--- src/tmr_defs.svh ---
// constants for the dual timer/counter: addresses, fields, resets, timing
`ifndef TMR_DEFS_SVH
`define TMR_DEFS_SVH

// ----------------------------------------------------------------------
// register addresses
// ----------------------------------------------------------------------
`define TMR_SFR_SPACE_BIT 7
`define TMR_ADDR_CTRL 8'h88
`define TMR_ADDR_MODE 8'h89
`define TMR_ADDR_A_LOW 8'h8A
`define TMR_ADDR_B_LOW 8'h8B
`define TMR_ADDR_A_HIGH 8'h8C
`define TMR_ADDR_B_HIGH 8'h8D
`define TMR_BIT_ADDR_LOW 3'h0
`define TMR_UNIMPL_READ 8'hFF

// ----------------------------------------------------------------------
// timer_control_flags bit positions
// ----------------------------------------------------------------------
`define TMR_CTRL_B_OVF 7
`define TMR_CTRL_B_RUN 6
`define TMR_CTRL_A_OVF 5
`define TMR_CTRL_A_RUN 4
`define TMR_CTRL_B_IRQ 3
`define TMR_CTRL_B_TYPE 2
`define TMR_CTRL_A_IRQ 1
`define TMR_CTRL_A_TYPE 0

// ----------------------------------------------------------------------
// timer_mode_select field positions (counter a low nibble, b high)
// ----------------------------------------------------------------------
`define TMR_MODE_B_LSB 4
`define TMR_MODE_GATE 3
`define TMR_MODE_CT 2
`define TMR_MODE_SEL_HI 1
`define TMR_MODE_SEL_LO 0

// ----------------------------------------------------------------------
// reset values
// ----------------------------------------------------------------------
`define TMR_RST_CTRL 8'h00
`define TMR_RST_MODE 8'h00
`define TMR_RST_COUNT 8'h00
`define TMR_RST_RDATA 8'hFF

// ----------------------------------------------------------------------
// timing: system clock divided by 4 or by 12 in timer operation
// ----------------------------------------------------------------------
`define TMR_DIV_FAST 4'h4
`define TMR_DIV_SLOW 4'hC
`define TMR_PRE13_LOW 5

`endif

--- src/tmr_pkg.sv ---
// types shared by the dual timer/counter modules
package tmr_pkg;

    typedef enum logic [1:0]
    {
        TMR_MODE_PRESCALE,
        TMR_MODE_FULL,
        TMR_MODE_RELOAD,
        TMR_MODE_SPLIT
    } tmr_mode_e;

    typedef struct packed
    {
        logic [7:0] ctrl_reg;
        logic [7:0] mode_reg;
        logic [7:0] a_low_reg;
        logic [7:0] a_high_reg;
        logic [7:0] b_low_reg;
        logic [7:0] b_high_reg;
        logic [7:0] rdata_reg;
    } tmr_state_s;

    typedef struct packed
    {
        logic [2:0] samp_reg;
        logic fall_reg;
    } tmr_sync_s;

    typedef struct packed
    {
        logic [3:0] cnt_reg;
        logic fast_reg;
        logic slow_reg;
    } tmr_pre_s;

endpackage

--- src/tmr_sync.sv ---
// two-stage pin synchroniser with falling-edge detect
`timescale 1ns/1ps
`include "tmr_defs.svh"

module tmr_sync
    import tmr_pkg::*;
(
    input wire logic clk_sys,
    input wire logic rstn,
    input wire logic ce,
    input wire logic pin,
    output logic level,
    output logic fall
);

    tmr_sync_s st_reg;
    tmr_sync_s st_next;

    // stage 0 feeds only stage 1; edge logic looks at stages 1 and 2
    always_comb
    begin
        st_next = st_reg;
        st_next.samp_reg = {st_reg.samp_reg[1:0], pin};
        st_next.fall_reg = st_reg.samp_reg[2] & ~st_reg.samp_reg[1];
    end

    always_ff @(posedge clk_sys or negedge rstn)
    begin
        if (!rstn)
        begin
            st_reg <= '{samp_reg: 3'h7, fall_reg: 1'b0};
        end
        else if (ce)
        begin
            st_reg <= st_next;
        end
    end

    assign level = st_reg.samp_reg[1];
    assign fall = st_reg.fall_reg;

endmodule

--- src/tmr_prescale.sv ---
// divide-by-4 and divide-by-12 count ticks from the system clock
`timescale 1ns/1ps
`include "tmr_defs.svh"

module tmr_prescale
    import tmr_pkg::*;
(
    input wire logic clk_sys,
    input wire logic rstn,
    input wire logic ce,
    output logic tick_fast,
    output logic tick_slow
);

    tmr_pre_s st_reg;
    tmr_pre_s st_next;
    logic [3:0] last;

    // one counter serves both rates: 4 divides 12
    always_comb
    begin
        last = `TMR_DIV_SLOW - 4'h1;
        st_next = st_reg;
        st_next.cnt_reg = (st_reg.cnt_reg == last) ? 4'h0
                                                   : st_reg.cnt_reg + 4'h1;
        st_next.slow_reg = (st_reg.cnt_reg == last);
        st_next.fast_reg = (st_reg.cnt_reg[1:0] ==
                            2'(`TMR_DIV_FAST - 4'h1));
    end

    always_ff @(posedge clk_sys or negedge rstn)
    begin
        if (!rstn)
        begin
            st_reg <= '{cnt_reg: 4'h0, fast_reg: 1'b0, slow_reg: 1'b0};
        end
        else if (ce)
        begin
            st_reg <= st_next;
        end
    end

    assign tick_fast = st_reg.fast_reg;
    assign tick_slow = st_reg.slow_reg;

endmodule

--- src/tmr_top.sv ---
// dual timer/counter with external interrupt detection, register-mapped
// Behaviour
// - registers at 80-FFh, direct addressing only
// - bit access only where address ends 0/8
// - unimplemented locations and bits read as one
// - overflow sets flag; vector or software clears
// - counter advances only while run bit set
// - irq flag: edge cleared on vector, level follows
// - type bit picks falling edge or low level
// - gate bit also requires irq pin high
// - select bit: internal clock or pin falling edges
// - mode 00: 8-bit counter, 5-bit prescaler
// - mode 01: bytes form one full counter
// - mode 10: low byte reloads from high
// - mode 11 on a: split into two counters
// - mode 11 on b: counter b holds
// - sleep request leaves counters running
// - power-down request freezes everything
// - clock select: divide by 4 or 12
`timescale 1ns/1ps
`include "tmr_defs.svh"

module tmr_top
    import tmr_pkg::*;
(
    input wire logic clk_sys,
    input wire logic rstn,
    input wire logic ce,
    input wire logic [7:0] sfr_addr,
    input wire logic sfr_indirect,
    input wire logic sfr_wr,
    input wire logic sfr_rd,
    input wire logic sfr_bit_wr,
    input wire logic [2:0] sfr_bit_sel,
    input wire logic sfr_bit_val,
    input wire logic [7:0] sfr_wdata,
    output logic [7:0] sfr_rdata,
    input wire logic vector_ack_ovf_a,
    input wire logic vector_ack_ovf_b,
    input wire logic vector_ack_irq_a,
    input wire logic vector_ack_irq_b,
    input wire logic counter_a_clock_select,
    input wire logic counter_b_clock_select,
    input wire logic cpu_sleep_request,
    input wire logic power_down_request,
    input wire logic ext_irq_a_pin,
    input wire logic ext_irq_b_pin,
    input wire logic count_a_pin,
    input wire logic count_b_pin,
    output logic counter_a_overflow_flag,
    output logic counter_b_overflow_flag,
    output logic ext_irq_a_request,
    output logic ext_irq_b_request
);

    // ------------------------------------------------------------------
    // clock gating and shared tick sources
    // ------------------------------------------------------------------
    // sleep request is deliberately unused: counters keep their clock
    logic run_en;
    logic tick_fast;
    logic tick_slow;
    logic [3:0] pin_raw;
    logic [3:0] pin_lvl;
    logic [3:0] pin_fall;

    assign run_en = ce & ~power_down_request;

    tmr_prescale u_pre
    (
        .clk_sys(clk_sys),
        .rstn(rstn),
        .ce(run_en),
        .tick_fast(tick_fast),
        .tick_slow(tick_slow)
    );

    // ------------------------------------------------------------------
    // pin synchronisers: irq a, irq b, count a, count b
    // ------------------------------------------------------------------
    assign pin_raw = {count_b_pin, count_a_pin, ext_irq_b_pin, ext_irq_a_pin};

    genvar gi;
    generate
        for (gi = 0; gi < 4; gi++)
        begin : g_sync
            tmr_sync u_sync
            (
                .clk_sys(clk_sys),
                .rstn(rstn),
                .ce(run_en),
                .pin(pin_raw[gi]),
                .level(pin_lvl[gi]),
                .fall(pin_fall[gi])
            );
        end
    endgenerate

    // ------------------------------------------------------------------
    // state
    // ------------------------------------------------------------------
    tmr_state_s st_reg;
    tmr_state_s st_next;

    logic acc_ok;
    logic byte_wr;
    logic bit_wr;
    logic any_wr;
    logic [7:0] cur_byte;
    logic [7:0] wr_byte;
    logic [3:0] mode_a_f;
    logic [3:0] mode_b_f;
    tmr_mode_e mode_a;
    tmr_mode_e mode_b;
    logic tick_a;
    logic tick_b;
    logic inc_a;
    logic inc_b;
    logic inc_a_high;
    logic ovf_a;
    logic ovf_b;
    logic [12:0] pre_a;
    logic [12:0] pre_b;
    logic [15:0] full_a;
    logic [15:0] full_b;
    logic [8:0] low_a;
    logic [8:0] low_b;
    logic [8:0] high_a;
    logic [7:0] ctrl;

    // read view of the current registers; anything else reads ones
    function automatic logic [7:0] read_view(input logic [7:0] addr,
                                             input tmr_state_s s);
        logic [7:0] v;
        v = `TMR_UNIMPL_READ;
        unique case (addr)
            `TMR_ADDR_CTRL: v = s.ctrl_reg;
            `TMR_ADDR_MODE: v = s.mode_reg;
            `TMR_ADDR_A_LOW: v = s.a_low_reg;
            `TMR_ADDR_B_LOW: v = s.b_low_reg;
            `TMR_ADDR_A_HIGH: v = s.a_high_reg;
            `TMR_ADDR_B_HIGH: v = s.b_high_reg;
            default: v = `TMR_UNIMPL_READ;
        endcase
        return v;
    endfunction

    always_comb
    begin
        st_next = st_reg;

        // --------------------------------------------------------------
        // register access decode
        // --------------------------------------------------------------
        acc_ok = ~sfr_indirect & sfr_addr[`TMR_SFR_SPACE_BIT];
        byte_wr = acc_ok & sfr_wr;
        bit_wr = acc_ok & sfr_bit_wr &
                 (sfr_addr[2:0] == `TMR_BIT_ADDR_LOW);
        any_wr = byte_wr | bit_wr;
        cur_byte = read_view(sfr_addr, st_reg);
        wr_byte = sfr_wdata;
        if (bit_wr)
        begin
            wr_byte = cur_byte;
            wr_byte[sfr_bit_sel] = sfr_bit_val;
        end

        // --------------------------------------------------------------
        // count enables
        // --------------------------------------------------------------
        mode_a_f = st_reg.mode_reg[3:0];
        mode_b_f = st_reg.mode_reg[7:`TMR_MODE_B_LSB];
        mode_a = tmr_mode_e'(mode_a_f[`TMR_MODE_SEL_HI:`TMR_MODE_SEL_LO]);
        mode_b = tmr_mode_e'(mode_b_f[`TMR_MODE_SEL_HI:`TMR_MODE_SEL_LO]);
        tick_a = counter_a_clock_select ? tick_fast : tick_slow;
        tick_b = counter_b_clock_select ? tick_fast : tick_slow;
        inc_a = st_reg.ctrl_reg[`TMR_CTRL_A_RUN] &
                (~mode_a_f[`TMR_MODE_GATE] | pin_lvl[0]) &
                (mode_a_f[`TMR_MODE_CT] ? pin_fall[2] : tick_a);
        inc_b = st_reg.ctrl_reg[`TMR_CTRL_B_RUN] &
                (~mode_b_f[`TMR_MODE_GATE] | pin_lvl[1]) &
                (mode_b_f[`TMR_MODE_CT] ? pin_fall[3] : tick_b);
        // split high byte: timer only, run by counter b's run bit
        inc_a_high = st_reg.ctrl_reg[`TMR_CTRL_B_RUN] & tick_a;

        // --------------------------------------------------------------
        // counter a
        // --------------------------------------------------------------
        ovf_a = 1'b0;
        ovf_b = 1'b0;
        pre_a = {st_reg.a_high_reg, st_reg.a_low_reg[4:0]} + 13'h0001;
        full_a = {st_reg.a_high_reg, st_reg.a_low_reg} + 16'h0001;
        low_a = {1'b0, st_reg.a_low_reg} + 9'h001;
        high_a = {1'b0, st_reg.a_high_reg} + 9'h001;
        unique case (mode_a)
            TMR_MODE_PRESCALE:
            begin
                if (inc_a)
                begin
                    // upper three low-byte bits are left as they stand
                    st_next.a_low_reg[4:0] = pre_a[4:0];
                    st_next.a_high_reg = pre_a[12:`TMR_PRE13_LOW];
                    ovf_a = &{st_reg.a_high_reg, st_reg.a_low_reg[4:0]};
                end
            end
            TMR_MODE_FULL:
            begin
                if (inc_a)
                begin
                    st_next.a_low_reg = full_a[7:0];
                    st_next.a_high_reg = full_a[15:8];
                    ovf_a = &{st_reg.a_high_reg, st_reg.a_low_reg};
                end
            end
            TMR_MODE_RELOAD:
            begin
                if (inc_a)
                begin
                    ovf_a = low_a[8];
                    st_next.a_low_reg = low_a[8] ? st_reg.a_high_reg
                                                 : low_a[7:0];
                end
            end
            TMR_MODE_SPLIT:
            begin
                if (inc_a)
                begin
                    st_next.a_low_reg = low_a[7:0];
                    ovf_a = low_a[8];
                end
                if (inc_a_high)
                begin
                    st_next.a_high_reg = high_a[7:0];
                    ovf_b = high_a[8];
                end
            end
        endcase

        // --------------------------------------------------------------
        // counter b; its own overflow is not flagged while a is split
        // --------------------------------------------------------------
        pre_b = {st_reg.b_high_reg, st_reg.b_low_reg[4:0]} + 13'h0001;
        full_b = {st_reg.b_high_reg, st_reg.b_low_reg} + 16'h0001;
        low_b = {1'b0, st_reg.b_low_reg} + 9'h001;
        unique case (mode_b)
            TMR_MODE_PRESCALE:
            begin
                if (inc_b)
                begin
                    st_next.b_low_reg[4:0] = pre_b[4:0];
                    st_next.b_high_reg = pre_b[12:`TMR_PRE13_LOW];
                    if (mode_a != TMR_MODE_SPLIT)
                    begin
                        ovf_b = &{st_reg.b_high_reg, st_reg.b_low_reg[4:0]};
                    end
                end
            end
            TMR_MODE_FULL:
            begin
                if (inc_b)
                begin
                    st_next.b_low_reg = full_b[7:0];
                    st_next.b_high_reg = full_b[15:8];
                    if (mode_a != TMR_MODE_SPLIT)
                    begin
                        ovf_b = &{st_reg.b_high_reg, st_reg.b_low_reg};
                    end
                end
            end
            TMR_MODE_RELOAD:
            begin
                if (inc_b)
                begin
                    st_next.b_low_reg = low_b[8] ? st_reg.b_high_reg
                                                 : low_b[7:0];
                    if (mode_a != TMR_MODE_SPLIT)
                    begin
                        ovf_b = low_b[8];
                    end
                end
            end
            TMR_MODE_SPLIT:
            begin
                st_next.b_low_reg = st_reg.b_low_reg;
            end
        endcase

        // --------------------------------------------------------------
        // software writes win over the increment just computed
        // --------------------------------------------------------------
        ctrl = st_reg.ctrl_reg;
        if (any_wr)
        begin
            unique case (sfr_addr)
                `TMR_ADDR_CTRL: ctrl = wr_byte;
                `TMR_ADDR_MODE: st_next.mode_reg = wr_byte;
                `TMR_ADDR_A_LOW: st_next.a_low_reg = wr_byte;
                `TMR_ADDR_B_LOW: st_next.b_low_reg = wr_byte;
                `TMR_ADDR_A_HIGH: st_next.a_high_reg = wr_byte;
                `TMR_ADDR_B_HIGH: st_next.b_high_reg = wr_byte;
                default:
                begin
                end
            endcase
        end

        // --------------------------------------------------------------
        // flags: vector clears, then hardware sets win
        // --------------------------------------------------------------
        if (vector_ack_ovf_a)
        begin
            ctrl[`TMR_CTRL_A_OVF] = 1'b0;
        end
        if (vector_ack_ovf_b)
        begin
            ctrl[`TMR_CTRL_B_OVF] = 1'b0;
        end
        if (vector_ack_irq_a & st_reg.ctrl_reg[`TMR_CTRL_A_TYPE])
        begin
            ctrl[`TMR_CTRL_A_IRQ] = 1'b0;
        end
        if (vector_ack_irq_b & st_reg.ctrl_reg[`TMR_CTRL_B_TYPE])
        begin
            ctrl[`TMR_CTRL_B_IRQ] = 1'b0;
        end
        ctrl[`TMR_CTRL_A_OVF] = ctrl[`TMR_CTRL_A_OVF] | ovf_a;
        ctrl[`TMR_CTRL_B_OVF] = ctrl[`TMR_CTRL_B_OVF] | ovf_b;
        // type one: falling edge latches; type zero: flag is the low level
        if (st_reg.ctrl_reg[`TMR_CTRL_A_TYPE])
        begin
            ctrl[`TMR_CTRL_A_IRQ] = ctrl[`TMR_CTRL_A_IRQ] | pin_fall[0];
        end
        else
        begin
            ctrl[`TMR_CTRL_A_IRQ] = ~pin_lvl[0];
        end
        if (st_reg.ctrl_reg[`TMR_CTRL_B_TYPE])
        begin
            ctrl[`TMR_CTRL_B_IRQ] = ctrl[`TMR_CTRL_B_IRQ] | pin_fall[1];
        end
        else
        begin
            ctrl[`TMR_CTRL_B_IRQ] = ~pin_lvl[1];
        end
        st_next.ctrl_reg = ctrl;

        // --------------------------------------------------------------
        // read return, registered; refused accesses read ones
        // --------------------------------------------------------------
        if (sfr_rd)
        begin
            st_next.rdata_reg = acc_ok ? cur_byte : `TMR_UNIMPL_READ;
        end
    end

    always_ff @(posedge clk_sys or negedge rstn)
    begin
        if (!rstn)
        begin
            st_reg <= '{ctrl_reg: `TMR_RST_CTRL,
                        mode_reg: `TMR_RST_MODE,
                        a_low_reg: `TMR_RST_COUNT,
                        a_high_reg: `TMR_RST_COUNT,
                        b_low_reg: `TMR_RST_COUNT,
                        b_high_reg: `TMR_RST_COUNT,
                        rdata_reg: `TMR_RST_RDATA};
        end
        else if (run_en)
        begin
            st_reg <= st_next;
        end
    end

    assign sfr_rdata = st_reg.rdata_reg;
    assign counter_a_overflow_flag = st_reg.ctrl_reg[`TMR_CTRL_A_OVF];
    assign counter_b_overflow_flag = st_reg.ctrl_reg[`TMR_CTRL_B_OVF];
    assign ext_irq_a_request = st_reg.ctrl_reg[`TMR_CTRL_A_IRQ];
    assign ext_irq_b_request = st_reg.ctrl_reg[`TMR_CTRL_B_IRQ];

endmodule

--- config.mk ---
export PLATFORM = sky130hd
export DESIGN_NAME = tmr_top
export DESIGN_NICKNAME = d
export VERILOG_FILES = /design/src/tmr_pkg.sv /design/src/tmr_sync.sv /design/src/tmr_prescale.sv /design/src/tmr_top.sv
export VERILOG_INCLUDE_DIRS = /design/src
export SDC_FILE = /design/constraint.sdc
export NUM_CORES = 1
export LEC_CHECK = 0
export CELL_PAD_IN_SITES_DETAIL_PLACEMENT = 1
export CELL_PAD_IN_SITES_GLOBAL_PLACEMENT = 2
export CORE_ASPECT_RATIO = 1.2
export CORE_MARGIN = 3
export CORE_UTILIZATION = 39
export DETAILED_ROUTE_END_ITERATION = 16
export DONT_BUFFER_PORTS = 1
export GPL_TIMING_DRIVEN = 0
export PLACE_DENSITY = 0.79
export SLEW_MARGIN = 30
export SYNTH_ARGS = -nofsm -noshare
export SYNTH_HDL_FRONTEND = slang
export SYNTH_HIERARCHICAL = 1
export SYNTH_SLANG_ARGS = --single-unit
--- constraint.sdc ---
create_clock -name clk_sys -period 3 [get_ports clk_sys]
set_clock_uncertainty 0.15 [all_clocks]
set_input_delay 0 -clock clk_sys [delete_from_list [all_inputs] [get_ports clk_sys]]
set_output_delay 0 -clock clk_sys [all_outputs]
set_load 0.005 [all_outputs]
==> results.sh <==
export IMPL_status="finished clean"
export IMPL_r2r_start="mode_b[0]"
export IMPL_leakagePower_nw=2.716
export IMPL_nets=843
export IMPL_final_area_um2=7023
export IMPL_crit_type="primary input to flip-flop"
export IMPL_rows=49
export IMPL_grt_setup_unrepaired="no"
export IMPL_post_cts_setup_buffers=0
export IMPL_cts_tree="yes"
export IMPL_syn_area_um2=6172
export IMPL_antenna_cells=0
export IMPL_drt_initial_drc_count=414
export IMPL_synth_fp_nets=806
export IMPL_p_per_area_nw_per_um2=451.6
export IMPL_regArea_um2=1977
export IMPL_wire_per_inst_um=26.10
export IMPL_maxCapViolCount=0
export IMPL_setup_slack_ns=0.1993
export IMPL_cts_root_buf="clkbuf_16"
export IMPL_yosysMostFrequentCell="nand2_1"
export IMPL_largest_reg_flops=36
export IMPL_synth_yosys_warnings=6
export IMPL_finalSetupViolations=0
export IMPL_synthTopCellsByCount="nand2_1, o21ai_0, a21oi_1, dfrtp_1, nor2_1"
export IMPL_io_pins=51
export IMPL_viasPerCell=6.433
export IMPL_synth_top_cell_area_share_pct=23.52
export IMPL_cts_buffer_depth=2
export IMPL_die_area_um2=17380
export IMPL_hold_violations=0
export IMPL_grt_use_total_pct=30.33
export IMPL_placed_area_um2=6456
export IMPL_path_clk_slew_ns=0.07
export IMPL_timing_slew_headroom_pct=27.52
export IMPL_final_period_utilization_pct=93.36
export IMPL_synth_edf_count=0
export IMPL_slew_viol_final=0
export IMPL_worst_r2r_cell_count=9
export IMPL_syn_inst=756
export IMPL_grt_max_degree=79
export IMPL_worst_pin_slew_ns=1.087
export IMPL_final_util_pct=46.00
export IMPL_hold_start="sfr_wdata[3]"
export IMPL_hp_class="primary input to flip-flop"
export IMPL_port_buffers=0
export IMPL_htreeDepth=3
export IMPL_crit_required_ns=3.10
export IMPL_synth_area_leaders="dfrtp_1, dfstp_2, o21ai_0"
export IMPL_vias=6446
export IMPL_cts_sinks=78
export IMPL_multiInputGateArea_um2=3805
export IMPL_pre_cts_ws_ns=-0.1444
export IMPL_critPathCaptureType="flip-flop"
export IMPL_clkLatencyLatePin_ns=0.35
export IMPL_async_flop_share_pct=100.0
export IMPL_max_freq_ghz=0.3571
export IMPL_synthFlopType="dfrtp_1"
export IMPL_dr_pass1_iters=5
export IMPL_die_y_um=143.8
export IMPL_start_kind="primary input"
export IMPL_syn_to_final_growth_pct=13.78
export IMPL_gp_congestion=0.9288
export IMPL_setup_tns_ns=0
export IMPL_cp_max_fo=25
export IMPL_core_area_um2=15270
export IMPL_antenna_found_initial=0
export IMPL_startpoint="power_down_request"
export IMPL_synth_seq_cells=78
export IMPL_syn_avg_cell_area_um2=8.164
export IMPL_ant_nets=0
export IMPL_dpl_hpwl_mm=19.63
export IMPL_synth_distinct_cells=86
export IMPL_drc=0
export IMPL_grt_ovfl_total=0
export IMPL_hold_depth=3
export IMPL_yosysSeqAreaShare_pct=32.03
export IMPL_crit_arrival_ns=2.90
export IMPL_die_w_um=120.8
export IMPL_grt_pass1_vias=6737
export IMPL_vdd_drop_max_uv=264.1
export IMPL_layout_drive_gt1_share_pct=14.16
export IMPL_synth_largest_area_cell="dfrtp_1"
export IMPL_start_util_pct=40.43
export IMPL_drt_total_wl_mm=26.16
export IMPL_fillers=1849
export IMPL_cts_buffers=9
export IMPL_min_period_ns=2.801
export IMPL_grt_pass1_wl_mm=40.17
worst paths after layout:
path                                   endpoint  slack (ns)
worst max-delay path            u_pre/st_reg[4]        0.20
worst min-delay path                mode_a_f[3]        0.01
worst max register to register       st_reg[19]        0.23
worst min register to register     sfr_rdata[1]        0.33
max in group asynchronous          sfr_rdata[3]        2.25
min in group asynchronous       u_pre/st_reg[5]        0.03
timing repair:
item | CTS | global route
resized for setup | 0 | 1
setup endpoints to repair | 0 | 1
hold buffers | 25 | 0
hold endpoints to repair | 112 | 0
per-stage QoR:
| stage | power (W) | hold WS (ns) | instances |
|---|---|---|---|
| detailed placement | 0.002012 | -0.4438 | 961 |
| finish | 0.003171 | 0.01381 | 1002 |
| floorplan | 0.001792 | -0.4456 | 756 |
| CTS | 0.003197 | 0.004050 | 1002 |
| global placement | 0.001969 | -0.4436 | 960 |
| global route | 0.003321 | 0.02255 | 1002 |
cells by family (layout without fill, tap and decap cells):
kind of cell	count (synthesis)	count (layout)	synth area share [%]
and+or+nand+nor	281	281	23.45
AOI/OAI and AO/OA	249	249	27.16
buffers and inverters	88	130	6.325
DFF	78	78	32.03
muxes	41	41	7.663
adders and majority gates	11	11	2.230
xor gates and xnor gates	8	8	1.135
critical path: stages:
cell and delay (ns):
nand2b_1 0.08, clkbuf_1 0.57, clkinv_1 0.67, clkbuf_1 0.47
clkbuf_2 0.34, buf_16 0.23, buf_6 0.14, nand2_2 0.08
mux2_4 0.29
report_power, final:
part | total [W] | internal [W] | switching [W]
logic | 0.000712 | 0.000295 | 0.000417
clock network | 0.00112 | 0.000590 | 0.000529
registers | 0.00134 | 0.00123 | 0.000110
total | 0.00317 | 0.00212 | 0.00106
metal layers:
layer  global-route usage (%)  share of wire (%)  up-vias
li1                         -                  -     2924
met1                    36.18                 40     3225
met2                    53.72                 50      213
met3                    3.661                4.2       84
met4                    15.21                5.5        0
met5                        0                  0        -
layout by cell type, fill, tap and decap left out, types with 5 or more instances in the layout:
cell,instances
a21o_1,5
a31oi_1,13
mux2i_1,12
o221ai_1,5
o311ai_0,5
dfstp_2,20
buf_4,8
nor2b_1,13
buf_2,17
and3_1,20
a32oi_1,6
o31ai_1,9
a211oi_1,9
clkbuf_16,9
clkbuf_1,34
nand3b_1,9
nor2_1,42
mux2_2,26
o22ai_1,12
xnor2_1,5
nand2b_1,15
nand2_1,77
or3_1,6
a311oi_1,6
dlygate4sd3_1,24
nor3_1,17
nand4_1,12
nor4_1,8
inv_1,24
nand3_1,39
dfrtp_1,58
ha_1,11
a21oi_1,58
o211ai_1,6
o21ai_0,61
area by class of cell:
cell class / count / area share (%)
Multi-Input combinational cell: 590 / 54.18
Sequential cell: 78 / 28.15
Buffer: 63 / 4.240
Timing Repair Buffer: 26 / 4.205
Tap cell: 204 / 3.634
Clock buffer: 9 / 3.207
Inverter: 25 / 1.336
Clock inverter: 7 / 1.051
No activity file was read; power rests on OpenSTA's default activity.
